--- config.mk ---
export PLATFORM = sky130hd
export DESIGN_NAME = lane_tap_delay_control
export DESIGN_NICKNAME = d
export VERILOG_FILES = /design/src/hdl/lane_tap_pkg.sv /design/src/hdl/tap_line.sv /design/src/hdl/align_offset_keeper.sv /design/src/hdl/lane_tap_delay_control.sv
export SDC_FILE = /design/constraint.sdc
export NUM_CORES = 2
export LEC_CHECK = 0
export BUFFER_PORTS_ARGS = -buffer_cell sky130_fd_sc_hd__buf_2
export CAP_MARGIN = 10
export CELL_PAD_IN_SITES_DETAIL_PLACEMENT = 0
export CELL_PAD_IN_SITES_GLOBAL_PLACEMENT = 1
export CORE_MARGIN = 5
export CORE_UTILIZATION = 30
export CTS_CLUSTER_DIAMETER = 40
export CTS_CLUSTER_SIZE = 16
export DETAILED_ROUTE_END_ITERATION = 10
export GPL_TIMING_DRIVEN = 0
export PLACE_DENSITY_LB_ADDON = 0.3
export SLEW_MARGIN = 20
export SYNTH_ARGS = -nofsm -noshare
export SYNTH_HDL_FRONTEND = slang
export SYNTH_SLANG_ARGS = --single-unit
--- constraint.sdc ---
create_clock -name pclk -period 15.85 [get_ports pclk]
set_input_delay 0.7925 -clock pclk [delete_from_list [all_inputs] [get_ports pclk]]
set_output_delay 0.7925 -clock pclk [all_outputs]
set_load 0.02 [all_outputs]
--- src/hdl/lane_tap_pkg.sv ---
// Purpose: Shared constants, types and helpers for the lane tap delay control
// Assumes: 32-bit APB data, six lane slices, 9-bit tap fields
// Notes: Offsets are byte addresses on the APB
package lane_tap_pkg;

    localparam int NUM_SLICES = 6;
    localparam logic [8:0] TAP_MAX = 9'h1ff;
    localparam logic [9:0] CHAIN_MAX = 10'h3ff;
    localparam logic [8:0] ALIGN_MAX = 9'h12c;
    localparam logic [15:0] TAP_PS_DEFAULT = 16'h0005;

    ////////////////////////////////////////////////////////////////////////////
    // Register offsets
    localparam logic [7:0] OFF_CTRL = 8'h00;
    localparam logic [7:0] OFF_STATUS = 8'h04;
    localparam logic [7:0] OFF_TRISTATE = 8'h08;
    localparam logic [7:0] OFF_REMOTE = 8'h0c;
    localparam logic [7:0] OFF_UI_TAPS = 8'h10;
    localparam logic [7:0] OFF_INIT_BASE = 8'h20;
    localparam logic [7:0] OFF_ALIGN_BASE = 8'h40;

    // Field positions
    localparam int CTRL_CAL_EN = 6;
    localparam int CTRL_TRI_SERIAL = 7;
    localparam int CTRL_GO = 8;
    localparam int REM_LINE = 12;

    // Reset values
    localparam logic [9:0] UI_TAPS_RST = 10'h100;
    localparam logic [8:0] TRI_RST = 9'h000;
    localparam logic [15:0] INIT_PS_RST = 16'h0000;

    // Init sequence, Gray coded along the usual path
    typedef enum logic [1:0] {
        PH_IDLE = 2'b00,
        PH_CAL = 2'b01,
        PH_INIT = 2'b11,
        PH_READY = 2'b10
    } phase_e;

    // Saturate an 11-bit sum into a 9-bit tap count
    function automatic logic [8:0] sat_tap(input logic [10:0] v);
        return (v > {2'b00, TAP_MAX}) ? TAP_MAX : v[8:0];
    endfunction

    // Time to taps, clamped to the single or chained range
    function automatic logic [9:0] ps_to_taps(input logic [15:0] ps, input logic [15:0] ps_per_tap,
                                              input logic chained);
        logic [15:0] t;
        t = ps / ps_per_tap;
        if (chained) begin
            return (t > {6'h00, CHAIN_MAX}) ? CHAIN_MAX : t[9:0];
        end
        return (t > {7'h00, TAP_MAX}) ? {1'b0, TAP_MAX} : t[9:0];
    endfunction

endpackage

--- src/hdl/tap_line.sv ---
// Purpose: One programmable delay line: tap counter and applied value
// Assumes: Operation strobes come from logic on pclk
// Notes: Applied value trails the count by one edge
`timescale 1ns/10ps
module tap_line (
    // Clock and reset
    input wire logic pclk,
    input wire logic presetn,
    // Operations
    input wire logic init_go,
    input wire logic [8:0] init_value,
    input wire logic load,
    input wire logic step,
    input wire logic up,
    input wire logic [8:0] value_in,
    // State
    output logic [8:0] count,
    output logic [8:0] applied
);

    typedef struct packed {
        logic [8:0] count;
        logic [8:0] applied;
    } tap_line_s;

    tap_line_s st;
    tap_line_s next_st;

    ////////////////////////////////////////////////////////////////////////////
    // Operation decode; unsupported 110 holds
    always_comb begin
        next_st = st;
        next_st.applied = st.count;
        if (init_go) begin
            next_st.count = init_value;
        end else if (load && step && up) begin
            next_st.count = lane_tap_pkg::sat_tap({2'b00, st.count} + {2'b00, value_in});
        end else if (load && !step) begin
            next_st.count = value_in;
        end else if (step && !load) begin
            if (up) begin
                next_st.count = (st.count == lane_tap_pkg::TAP_MAX) ? st.count : st.count + 9'h001;
            end else begin
                next_st.count = (st.count == 9'h000) ? st.count : st.count - 9'h001;
            end
        end
    end

    // State register
    always_ff @(posedge pclk or negedge presetn) begin
        if (!presetn) begin
            st <= '0;
        end else begin
            st <= next_st;
        end
    end

    assign count = st.count;
    assign applied = st.applied;

endmodule // tap_line

--- src/hdl/align_offset_keeper.sv ---
// Purpose: Captures the per-slice alignment offset once after reset
// Assumes: Measurement is steady when capture pulses
// Notes: Later captures are ignored until reset
`timescale 1ns/10ps
module align_offset_keeper (
    // Clock and reset
    input wire logic pclk,
    input wire logic presetn,
    // Capture control
    input wire logic capture,
    input wire logic cal_enable,
    input wire logic [53:0] measure,
    // Held offsets
    output logic [53:0] offset,
    output logic valid
);

    typedef struct packed {
        logic [53:0] offset;
        logic valid;
    } align_s;

    align_s st;
    align_s next_st;

    ////////////////////////////////////////////////////////////////////////////
    // One capture per reset, clamped at the ceiling
    always_comb begin
        next_st = st;
        if (capture && !st.valid) begin
            next_st.valid = 1'b1;
            for (int s = 0; s < lane_tap_pkg::NUM_SLICES; s++) begin
                if (!cal_enable) begin
                    next_st.offset[s*9 +: 9] = 9'h000;
                end else if (measure[s*9 +: 9] > lane_tap_pkg::ALIGN_MAX) begin
                    next_st.offset[s*9 +: 9] = lane_tap_pkg::ALIGN_MAX;
                end else begin
                    next_st.offset[s*9 +: 9] = measure[s*9 +: 9];
                end
            end
        end
    end

    // State register
    always_ff @(posedge pclk or negedge presetn) begin
        if (!presetn) begin
            st <= '0;
        end else begin
            st <= next_st;
        end
    end

    assign offset = st.offset;
    assign valid = st.valid;

endmodule // align_offset_keeper

--- src/hdl/lane_tap_delay_control.sv ---
// Purpose: Tap delay control for six lane slices, fabric and APB update paths
// Assumes: Fabric ports, calibration inputs and APB all on pclk
// Notes: Registers reached over APB; one wait state on every access
// Contract
// - Chaining joins both lines into one receive delay.
// - Picosecond initial delay seeds both lines as taps; max doubles when chained.
// - New value on tap_value_out first, applied one clock later.
// - APB update one clock later; needs drift enables, load, no step.
// - Fabric ports change only input and output lines.
// - Serial drive source: tristate delay from its APB register.
// - Output delays of 1.5 UI or more lose bit alignment.
// - Line 0 with load pattern 10x loads input line from slice field.
// - Only a changed line may report inaccurately while settling.
// - Zero initial delay: input readback shows the offset.
// - Offset computed once per slice, kept until reset.
// - Offset on input lines only; zero without calibration.
// - Input line readback includes the alignment offset.
// - Drift compensation covers taps above offset up to initial mark.
// - Offset may reach 300 taps, reducing input line range.
// - Output readback shows only the programmed initial delay.
// - Step, load, add or hold decoded per selected line.
// - Slice n uses bits 9n+8 down to 9n of the buses, and 10n+9 down to 10n of rx_delay_taps.
// - Each line spans 0 to 511 taps.
// - Chained slice has its transmit path disabled.
`timescale 1ns/10ps
module lane_tap_delay_control #(
    parameter logic [15:0] TAP_PS = lane_tap_pkg::TAP_PS_DEFAULT
) (
    // Clock and reset
    input wire logic pclk,
    input wire logic presetn,
    // APB slave
    input wire logic [7:0] paddr,
    input wire logic psel,
    input wire logic penable,
    input wire logic pwrite,
    input wire logic [31:0] pwdata,
    output logic [31:0] prdata,
    output logic pready,
    output logic pslverr,
    // Fabric delay control
    input wire logic [5:0] load_strobe,
    input wire logic [5:0] step_enable,
    input wire logic [5:0] step_up,
    input wire logic [5:0] line_select,
    input wire logic [53:0] tap_value_in,
    input wire logic rx_drift_comp_enable,
    input wire logic tx_drift_comp_enable,
    output logic [53:0] tap_value_out,
    output logic delay_ready_flag,
    // Self-calibration
    input wire logic cal_done,
    input wire logic [53:0] align_measure,
    // Datapath settings
    output logic [59:0] rx_delay_taps,
    output logic [53:0] tx_delay_taps,
    output logic [5:0] tx_path_enable,
    output logic [8:0] tristate_delay_taps,
    output logic [53:0] drift_comp_taps
);

    typedef struct packed {
        lane_tap_pkg::phase_e phase;
        logic ready;
        logic [5:0] chain;
        logic cal_en;
        logic tri_serial;
        logic [8:0] tri_delay;
        logic [9:0] ui_taps;
        logic [5:0][15:0] init_ps;
        logic rem_pend;
        logic [2:0] rem_slice;
        logic rem_line;
        logic [8:0] rem_value;
        logic [31:0] prdata;
        logic pready;
        logic pslverr;
        logic [53:0] tap_out;
        logic [59:0] rx_taps;
        logic [53:0] tx_taps;
        logic [5:0] tx_en;
        logic [8:0] tri_taps;
        logic [53:0] comp_taps;
        logic [5:0] align_warn;
    } ctrl_s;

    ctrl_s st;
    ctrl_s next_st;

    // Per-line wiring, index 2*s for input, 2*s+1 for output
    logic [11:0] op_load;
    logic [11:0] op_step;
    logic [11:0] op_up;
    logic [11:0][8:0] op_value;
    logic [11:0][8:0] init_value;
    logic [11:0][8:0] line_count;
    logic [11:0][8:0] line_applied;
    logic [53:0] align_off;
    logic align_valid;
    logic capture;
    logic init_go;
    logic apb_setup;
    logic apb_done;
    logic [8:0] mark;
    logic [9:0] init_taps;
    logic [8:0] floor_taps;
    logic [8:0] low_taps;

    ////////////////////////////////////////////////////////////////////////////
    // Offset capture and the delay lines
    align_offset_keeper u_align (
        .pclk(pclk),
        .presetn(presetn),
        .capture(capture),
        .cal_enable(st.phase == lane_tap_pkg::PH_CAL),
        .measure(align_measure),
        .offset(align_off),
        .valid(align_valid)
    );

    for (genvar i = 0; i < 12; i++) begin : g_line
        tap_line u_line (
            .pclk(pclk),
            .presetn(presetn),
            .init_go(init_go),
            .init_value(init_value[i]),
            .load(op_load[i]),
            .step(op_step[i]),
            .up(op_up[i]),
            .value_in(op_value[i]),
            .count(line_count[i]),
            .applied(line_applied[i])
        );
    end

    ////////////////////////////////////////////////////////////////////////////
    // Calibration capture and one init pulse per reset
    assign capture = (st.phase == lane_tap_pkg::PH_CAL && cal_done) ||
                     (st.phase == lane_tap_pkg::PH_IDLE && apb_done && pwrite && paddr == lane_tap_pkg::OFF_CTRL &&
                      pwdata[lane_tap_pkg::CTRL_GO] && !pwdata[lane_tap_pkg::CTRL_CAL_EN]);
    assign init_go = (st.phase == lane_tap_pkg::PH_INIT);

    // Initial seeds; offset only on the input line, halves when chained
    always_comb begin
        for (int s = 0; s < lane_tap_pkg::NUM_SLICES; s++) begin
            init_taps = lane_tap_pkg::ps_to_taps(st.init_ps[s], TAP_PS, st.chain[s]);
            if (st.chain[s]) begin
                init_value[2*s] = lane_tap_pkg::sat_tap({2'b00, init_taps[9:1]} + {2'b00, align_off[s*9 +: 9]});
                init_value[2*s+1] = init_taps[9:1] + {8'h00, init_taps[0]};
            end else begin
                init_value[2*s] = lane_tap_pkg::sat_tap({1'b0, init_taps} + {2'b00, align_off[s*9 +: 9]});
                init_value[2*s+1] = init_taps[8:0];
            end
        end
    end

    ////////////////////////////////////////////////////////////////////////////
    // Fabric and APB update decode; only input and output lines exist here
    always_comb begin
        op_load = '0;
        op_step = '0;
        op_up = '0;
        op_value = '0;
        for (int s = 0; s < lane_tap_pkg::NUM_SLICES; s++) begin
            for (int l = 0; l < 2; l++) begin
                if (st.ready && line_select[s] == l[0]) begin
                    op_load[2*s+l] = load_strobe[s];
                    op_step[2*s+l] = step_enable[s];
                    op_up[2*s+l] = step_up[s];
                    op_value[2*s+l] = tap_value_in[s*9 +: 9];
                end
            end
        end
        // Queued APB update one edge late; step_up has no say
        if (st.rem_pend && st.ready && rx_drift_comp_enable && tx_drift_comp_enable &&
            load_strobe[st.rem_slice] && !step_enable[st.rem_slice]) begin
            op_load[{st.rem_slice, st.rem_line}] = 1'b1;
            op_step[{st.rem_slice, st.rem_line}] = 1'b0;
            op_up[{st.rem_slice, st.rem_line}] = 1'b0;
            op_value[{st.rem_slice, st.rem_line}] = st.rem_value;
        end
    end

    ////////////////////////////////////////////////////////////////////////////
    // APB handshake: setup seen, answer one edge later
    assign apb_setup = psel && penable && !st.pready;
    assign apb_done = psel && penable && st.pready;

    // Read mux and control state
    always_comb begin
        next_st = st;
        next_st.pready = apb_setup;
        next_st.pslverr = 1'b0;
        next_st.ready = (st.phase == lane_tap_pkg::PH_READY);
        next_st.rem_pend = 1'b0; // Dropped if conditions are not met
        if (apb_setup) begin
            next_st.prdata = 32'h0000_0000;
            unique case (paddr)
                lane_tap_pkg::OFF_CTRL: begin
                    next_st.prdata = {23'h000000, 1'b0, st.tri_serial, st.cal_en, st.chain};
                end
                lane_tap_pkg::OFF_STATUS: begin
                    next_st.prdata = {24'h000000, align_valid, st.align_warn, st.ready};
                end
                lane_tap_pkg::OFF_TRISTATE: begin
                    next_st.prdata = {23'h000000, st.tri_delay};
                end
                lane_tap_pkg::OFF_REMOTE: begin
                    next_st.prdata = {19'h00000, st.rem_line, st.rem_slice, st.rem_value};
                end
                lane_tap_pkg::OFF_UI_TAPS: begin
                    next_st.prdata = {22'h000000, st.ui_taps};
                end
                default: begin
                    if (paddr >= lane_tap_pkg::OFF_INIT_BASE && paddr < lane_tap_pkg::OFF_INIT_BASE + 8'h18 &&
                        paddr[1:0] == 2'b00) begin
                        next_st.prdata = {16'h0000, st.init_ps[paddr[4:2]]};
                    end else if (paddr >= lane_tap_pkg::OFF_ALIGN_BASE &&
                                 paddr < lane_tap_pkg::OFF_ALIGN_BASE + 8'h18 && paddr[1:0] == 2'b00) begin
                        next_st.prdata = {23'h000000, align_off[paddr[4:2]*9 +: 9]};
                    end else begin
                        next_st.pslverr = 1'b1; // Unmapped
                    end
                end
            endcase
        end
        // Writes take effect at the completing edge
        if (apb_done && pwrite) begin
            unique case (paddr)
                lane_tap_pkg::OFF_CTRL: begin
                    next_st.chain = pwdata[5:0];
                    next_st.cal_en = pwdata[lane_tap_pkg::CTRL_CAL_EN];
                    next_st.tri_serial = pwdata[lane_tap_pkg::CTRL_TRI_SERIAL];
                    if (st.phase == lane_tap_pkg::PH_IDLE && pwdata[lane_tap_pkg::CTRL_GO]) begin
                        next_st.phase = pwdata[lane_tap_pkg::CTRL_CAL_EN] ? lane_tap_pkg::PH_CAL
                                                                          : lane_tap_pkg::PH_INIT;
                    end
                end
                lane_tap_pkg::OFF_TRISTATE: begin
                    next_st.tri_delay = pwdata[8:0];
                end
                lane_tap_pkg::OFF_REMOTE: begin
                    if (pwdata[11:9] < 3'h6) begin
                        next_st.rem_pend = 1'b1; // New write wins over the drop
                        next_st.rem_value = pwdata[8:0];
                        next_st.rem_slice = pwdata[11:9];
                        next_st.rem_line = pwdata[lane_tap_pkg::REM_LINE];
                    end
                end
                lane_tap_pkg::OFF_UI_TAPS: begin
                    next_st.ui_taps = pwdata[9:0];
                end
                default: begin
                    if (paddr >= lane_tap_pkg::OFF_INIT_BASE && paddr < lane_tap_pkg::OFF_INIT_BASE + 8'h18 &&
                        paddr[1:0] == 2'b00) begin
                        next_st.init_ps[paddr[4:2]] = pwdata[15:0];
                    end
                end
            endcase
        end
        // Init sequence advance
        unique case (st.phase)
            lane_tap_pkg::PH_IDLE: begin
            end
            lane_tap_pkg::PH_CAL: begin
                if (cal_done) begin
                    next_st.phase = lane_tap_pkg::PH_INIT;
                end
            end
            lane_tap_pkg::PH_INIT: begin
                next_st.phase = lane_tap_pkg::PH_READY;
            end
            lane_tap_pkg::PH_READY: begin
            end
        endcase
        // Readback, datapath and compensation window per slice
        for (int s = 0; s < lane_tap_pkg::NUM_SLICES; s++) begin
            next_st.tap_out[s*9 +: 9] = line_select[s] ? line_count[2*s+1] : line_count[2*s];
            next_st.rx_taps[s*10 +: 10] = st.chain[s] ? {1'b0, line_applied[2*s]} + {1'b0, line_applied[2*s+1]}
                                                      : {1'b0, line_applied[2*s]};
            next_st.tx_taps[s*9 +: 9] = st.chain[s] ? 9'h000 : line_applied[2*s+1];
            next_st.tx_en[s] = !st.chain[s];
            next_st.align_warn[s] = {2'b00, line_count[2*s+1], 1'b0} >= {1'b0, st.ui_taps, 1'b0} +
                                    {2'b00, st.ui_taps};
            mark = init_value[2*s+1]; // Programmed seed, offset excluded
            floor_taps = align_off[s*9 +: 9];
            low_taps = (line_count[2*s] < mark) ? line_count[2*s] : mark;
            next_st.comp_taps[s*9 +: 9] = (rx_drift_comp_enable && low_taps > floor_taps) ?
                                          low_taps - floor_taps : 9'h000;
        end
        next_st.tri_taps = st.tri_serial ? st.tri_delay : 9'h000;
    end

    ////////////////////////////////////////////////////////////////////////////
    // State register
    always_ff @(posedge pclk or negedge presetn) begin
        if (!presetn) begin
            st <= '0;
            st.phase <= lane_tap_pkg::PH_IDLE;
            st.ui_taps <= lane_tap_pkg::UI_TAPS_RST;
            st.tri_delay <= lane_tap_pkg::TRI_RST;
            st.tx_en <= 6'h3f;
            for (int s = 0; s < lane_tap_pkg::NUM_SLICES; s++) begin
                st.init_ps[s] <= lane_tap_pkg::INIT_PS_RST;
            end
        end else begin
            st <= next_st;
        end
    end

    // Outputs straight from flops
    assign prdata = st.prdata;
    assign pready = st.pready;
    assign pslverr = st.pslverr;
    assign tap_value_out = st.tap_out;
    assign delay_ready_flag = st.ready;
    assign rx_delay_taps = st.rx_taps;
    assign tx_delay_taps = st.tx_taps;
    assign tx_path_enable = st.tx_en;
    assign tristate_delay_taps = st.tri_taps;
    assign drift_comp_taps = st.comp_taps;

endmodule // lane_tap_delay_control

==> Word-level counts from Yosys, hierarchy flattened <==
Index checks and enable logic that the tools add are counted.
{ "totals": {"ff_bits": 688, "input_bits": 180, "out_inout_bits": 272, "word_cells": 691} }
{ "classes": {"add_sub_neg": 67, "multipliers": 1, "div": 6, "order_cmp": 70, "eq_ne": 43, "shifts": 1, "mux": 269, "bitwise_logic": 11, "n_reduce_logical": 170} }
{ "op_table": {"columns": ["operator", "n"], "rows": [
  ["$mux W9", 159],
  ["$mux W10", 30],
  ["$add A9 B9 Y10", 24],
  ["$gt A11 B9 Y1 const B", 18],
  ["$ne A5 B3 Y1 const B", 22],
  ["$add A9 B1 Y9 const B", 12],
  ["$bwmux W108", 1],
  ["$eq A9 B9 Y1 const B", 12],
  ["$logic_not A9 Y1", 12],
  ["$mux W108", 1],
  ["$mux W18", 6],
  ["$sub A9 B1 Y9 const B", 12],
  ["$bwmux W96", 1],
  ["$div A16 B3 Y16 const B", 6],
  ["$gt A16 B10 Y1 const B", 6],
  ["$gt A16 B9 Y1 const B", 6],
  ["$logic_and A1 B1 Y1", 89],
  ["$pmux W16 S5", 1],
  ["$ge A10 B12 Y1", 6],
  ["$add A10 B9 Y11", 6],
  ["$gt A10 B9 Y1 const B", 6],
  ["$add A9 B1 Y9", 6],
  ["$gt A9 B9 Y1", 6],
  ["$gt A9 B9 Y1 const B", 6],
  ["other kinds (44)", 184]
]} }

==> Longest topological paths before layout <==
{ "logic_depth": {"depth_word": 14, "ltp_mapped": 57, "mapped_depth_nobuf": 53} }

==> By module <==
A second synthesis with hierarchy kept.
{ "unflattened": {"cells_unflattened": 8322, "hier_area_um2": 69245.2} }
{ "modules_own_cells": {"columns": ["mod", "instances", "cells_per_inst", "area_each_um2"], "rows": [
  ["lane_tap_delay_control", 1, 5792, 46593.4],
  ["tap_line (g_line[0].u_line ...)", 6, 188, 1696.6],
  ["tap_line (g_line[5].u_line ...)", 4, 195, 1657.8],
  ["align_offset_keeper", 1, 214, 2332.2],
  ["tap_line (g_line[4].u_line)", 1, 211, 1785.5],
  ["tap_line (g_line[9].u_line)", 1, 197, 1722.9]
]} }

==> Worst setup path before layout <==
No wires, ideal clock.
{ "synth_path": {"path_type": "reg2reg", "startpoint": "register st[368] in the netlist's numbering", "endpoint": "register st, in the netlist drift_comp_taps[38]", "setup_ns": 0.149, "arrival_ns": 10.033, "path_slack_ns": 5.668, "path_stages_with_launch": 53, "path_buffers": 2, "synth_period_minus_slack_ns": 10.182, "path_cell_list": "dfrtp_1 -> buf_4 -> xor2_2 -> o21ai_0 -> a2111o_1 -> a211oi_1 -> nand2_1 -> a21o_1 -> a31o_2 -> o211ai_1 -> a21oi_1 -> buf_2 -> o211ai_1 -> a21oi_1 -> o32a_1 -> or4_1 -> o211ai_1 -> inv_1 -> (+17 left out) -> nand2_1 -> o211ai_1 -> o2111ai_1 -> nand2_1 -> o31ai_1 -> a211o_1 -> ha_1 -> nor2b_1 -> o21ai_0 -> nand2b_1 -> a21o_1 -> a21o_1 -> a21o_1 -> a21o_1 -> a21oi_1 -> nor2b_1 -> o221ai_1 -> nor3_1"} }
{ "synth_rtl": {"columns": ["element", "line_no", "rtl"], "rows": [
  ["start, declared", "lane_tap_delay_control.sv:87", "ctrl_s st;"],
  ["start signal, assigned", "lane_tap_delay_control.sv:307", "st <= next_st;"]
]} }

==> qor.csv <==
stage,metric,value,unit
outcome,status,"complete, no violations",
die,num_io_pins,452,
clock_network,postCtsHoldBufs,1,
die,start_util,30.2,%
power,leakage,34.9,nW
cells_and_area,fin_util,35.6,%
synthesis,synthesis.instances,7605,
global_route,grt_antenna_before_repair,49,
synthesis,synth-edff-count,0,
synthesis,ys_types,139,
worst_setup_path,critPathLaunchType,flop,
synthesis,synth-adder-area-share,11.7,%
synthesis,synth_top_area_cell,dfrtp_1,
worst_setup_path,ff2ff_path_depth,51,
timing,fin_worst_skew,0.0330,ns
worst_setup_path,end_kind,flop,
synthesis,synth_top_area_share,26.0,%
place,dp_worst_setup_slack,3.38,ns
global_route,grt_pass1_vias,60400,
run,cap_violations,0,
worst_setup_path,r2r-start,st[369],
global_route,grt_use_total,24.4,%
route,firstDrtPassIters,6,
route,dr_total_vias,62300,
cells_and_area,final_cell_mix,"dfrtp_1, nand2_1, a21oi_1",
die,row_count,169,
clock_network,cts-resized-gates,0,
cells_and_area,final_layout_size_suffix_gt1_share,18.4,%
clock_network,cts_tree,yes,
global_route,grt_max_degree,107,
worst_setup_path,worstSetupStartpoint,st[369],
synthesis,synth_seq_cells,672,
timing,max_slew_margin,18.2,%
timing,worstMarginPinSlew,1.23,ns
clock_network,cts_root_buffer,clkbuf_16,
synthesis,muxShareOfSynthArea,6.94,%
route,viasPerCell,5.58,
die,dieArea,223000,sq um
synthesis,synth_area,64100,sq um
timing,final_hold_viol_count,0,
route,wl_per_cell,25.3,microns
synthesis,synth-compound-area-share,25.2,%
synthesis,synth_xor_area_share,5.60,%
place,portBuffers,404,
cells_and_area,nets,8941,
synthesis,yosys_warnings,0,
clock_network,post_cts_buffers,0,
timing,slew_violations,0,
synthesis,ys_async_sr_fraction,100,%
die,die_height,472,microns
synthesis,synth_top_family_by_area,compound AO/OA/AOI/OAI gates,
synthesis,yosysSeqAreaShare,26.3,%
place,hpwl,222000,microns
timing,post-route-period-util,80.9,%
timing,max_freq,0.0780,GHz
timing,min_period,12.82,ns
worst_setup_path,cp_slowest_cell,a211oi_1,
worst_setup_path,crit_fanout,10,
route,drc_errors,0,
cells_and_area,layout_commonest_cell,dfrtp_1,
clock_network,cts.reportedPaths.clkPinSlew,0.05,ns
clock_network,cts.sinks,672,
synthesis,avgSynthCellArea,8.43,sq um
timing,setup_ws,3.03,ns
worst_setup_path,reg2reg_setup_slack,3.03,ns
worst_setup_path,critical_path_class,reg2reg,
route,wl,282000,microns
die,fp.dieW,472,microns
power,irDropWorstVdd,0.000118,V
timing,setup_viol,0,
power,power_per_cell_area,94.9,nW/um^2
cells_and_area,area_growth,18.1,%
global_route,overflow,0,
clock_network,htree_levels,4,
timing,rsz0062_at_grt,no,
clock_network,cts_buffer_depth,3,
clock_network,cts_buffers,145,
synthesis,synth-simple-area-share,15.8,%
global_route,grt_pass1_wl,408000,microns
min_path,hold_class,in2reg,
synthesis,synth_flop_cell,dfrtp_1,
clock_network,clk_latency,0.80,ns
route,ant_nets,0,
worst_setup_path,crit_required,16.49,ns
place,gp_congestion,0.977,
worst_setup_path,critical_path.endpoint,drift_comp_taps[38],
worst_setup_path,cp.arrival,13.46,ns
worst_setup_path,slowest_delay,0.76,ns
synthesis,ys_top_cells_by_area,"dfrtp_1, ha_1, a21oi_1",
route,drt_iter0_markers,5777,
worst_setup_path,rr_endpoint,drift_comp_taps[38],
die,coreArea,212000,sq um
==> flip-flops by register name, indices dropped and copies added, names as in the netlist <==
signal,flops
pslverr,1
st,145
drift_comp_taps,54
rx_delay_taps,60
tx_delay_taps,54
tx_path_enable,6
tap_value_out,54
tristate_delay_taps,9
g_line.u_line.applied,108
prdata,16
delay_ready_flag,1
g_line.u_line.count,108
pready,1
u_align.valid,1
u_align.offset,54
==> synth_stat cells, types with 36 or more instances <==
cell type / instances
a211oi_1: 46
a21o_1: 172
a21oi_1: 551
a221oi_1: 36
a22o_1: 51
a31oi_1: 72
and2_1: 42
and3_1: 54
buf_2: 67
buf_4: 291
clkbuf_1: 277
dfrtp_1: 665
fa_1: 49
ha_1: 510
inv_1: 437
mux2_2: 238
mux2i_1: 75
mux4_2: 38
nand2_1: 632
nand2b_1: 74
nand3_1: 164
nand4_1: 56
nor2_1: 509
nor2b_1: 157
nor3_1: 115
nor4_1: 48
o211ai_1: 74
o21ai_0: 537
o21ai_1: 39
o21bai_1: 168
o221ai_1: 123
o22ai_1: 84
or3_1: 36
xnor2_1: 301
xor2_1: 105
==> worst max-delay path: cells and delay by family (launching register included) <==
| kind | cells | cell delay [ns] |
|---|---|---|
| AOI/OAI and AO/OA | 26 | 7.05 |
| and+or+nand+nor | 16 | 2.77 |
| adders and majority gates | 5 | 1.47 |
| buffers and inverters | 3 | 0.89 |
| DFF | 1 | 0.31 |
| xor gates and xnor gates | 1 | 0.14 |
==> power breakdown <==
group / switching, mW / total, mW / internal [mW]
clock network: 1.15 / 3.20 / 2.05
registers: 0.198 / 2.06 / 1.87
logic: 1.06 / 1.92 / 0.858
total: 2.41 / 7.18 / 4.77
==> how the worst min path moves through the flow <==
stage                                    startpoint                          end  depth (start not counted)
after floorplan           g_line[0].u_line.count[8]  g_line[0].u_line.applied[8]                          0
after global placement    g_line[4].u_line.count[8]  g_line[4].u_line.applied[8]                          0
after detailed placement  g_line[6].u_line.count[8]  g_line[6].u_line.applied[8]                          0
after CTS                         align_measure[18]           u_align.offset[18]                          2
after global routing               align_measure[0]            u_align.offset[0]                          2
final                             align_measure[25]           u_align.offset[25]                          2
==> cell type report <==
| cell class | instances | area [sq um] |
|---|---|---|
| fillers | 22100 | 137000 |
| multi-input cells | 5826 | 42000 |
| flip-flops and latches | 672 | 16800 |
| clock buffers | 166 | 3890 |
| plain buffers | 663 | 3770 |
| well taps | 2821 | 3530 |
| repair buffers | 435 | 2660 |
| inverters | 459 | 1720 |
| clock inverters | 103 | 1250 |
| diodes | 22 | 55.1 |
==> cells by family after synthesis <==
family | count (synthesis)
AOI/OAI and AO/OA | 2397
xor gates and xnor gates | 408
adders and majority gates | 575
buffers and inverters | 1122
DFF | 672
muxes | 364
other | 1
and+or+nand+nor | 2066
==> stage by stage <==
stage	power (mW)	cell area, sq um	cells	hold slack [ns]	setup TNS [ns]
floorplan	3.39	64100	7620	0.378	0
global placement	3.97	69700	10800	0.419	-588.92
detailed placement	4.00	70500	10900	0.422	0
CTS	7.24	75600	11100	0.170	0
global route	7.53	75600	11200	0.208	0
finish	7.18	75700	11200	0.233	0
==> layer usage <==
layer | track usage [%] | part of all wire (%) | vias up | routed length (microns)
met5 | 0 | 0.017 | - | 47
met4 | 12.8 | 5.9 | 6 | 16700
met3 | 4.46 | 6.8 | 531 | 19100
met2 | 38.2 | 44 | 2430 | 125000
met1 | 32.0 | 43 | 30600 | 122000
li1 | - | - | 28800 | -
Note: power is estimated with default switching activity, not from simulation.
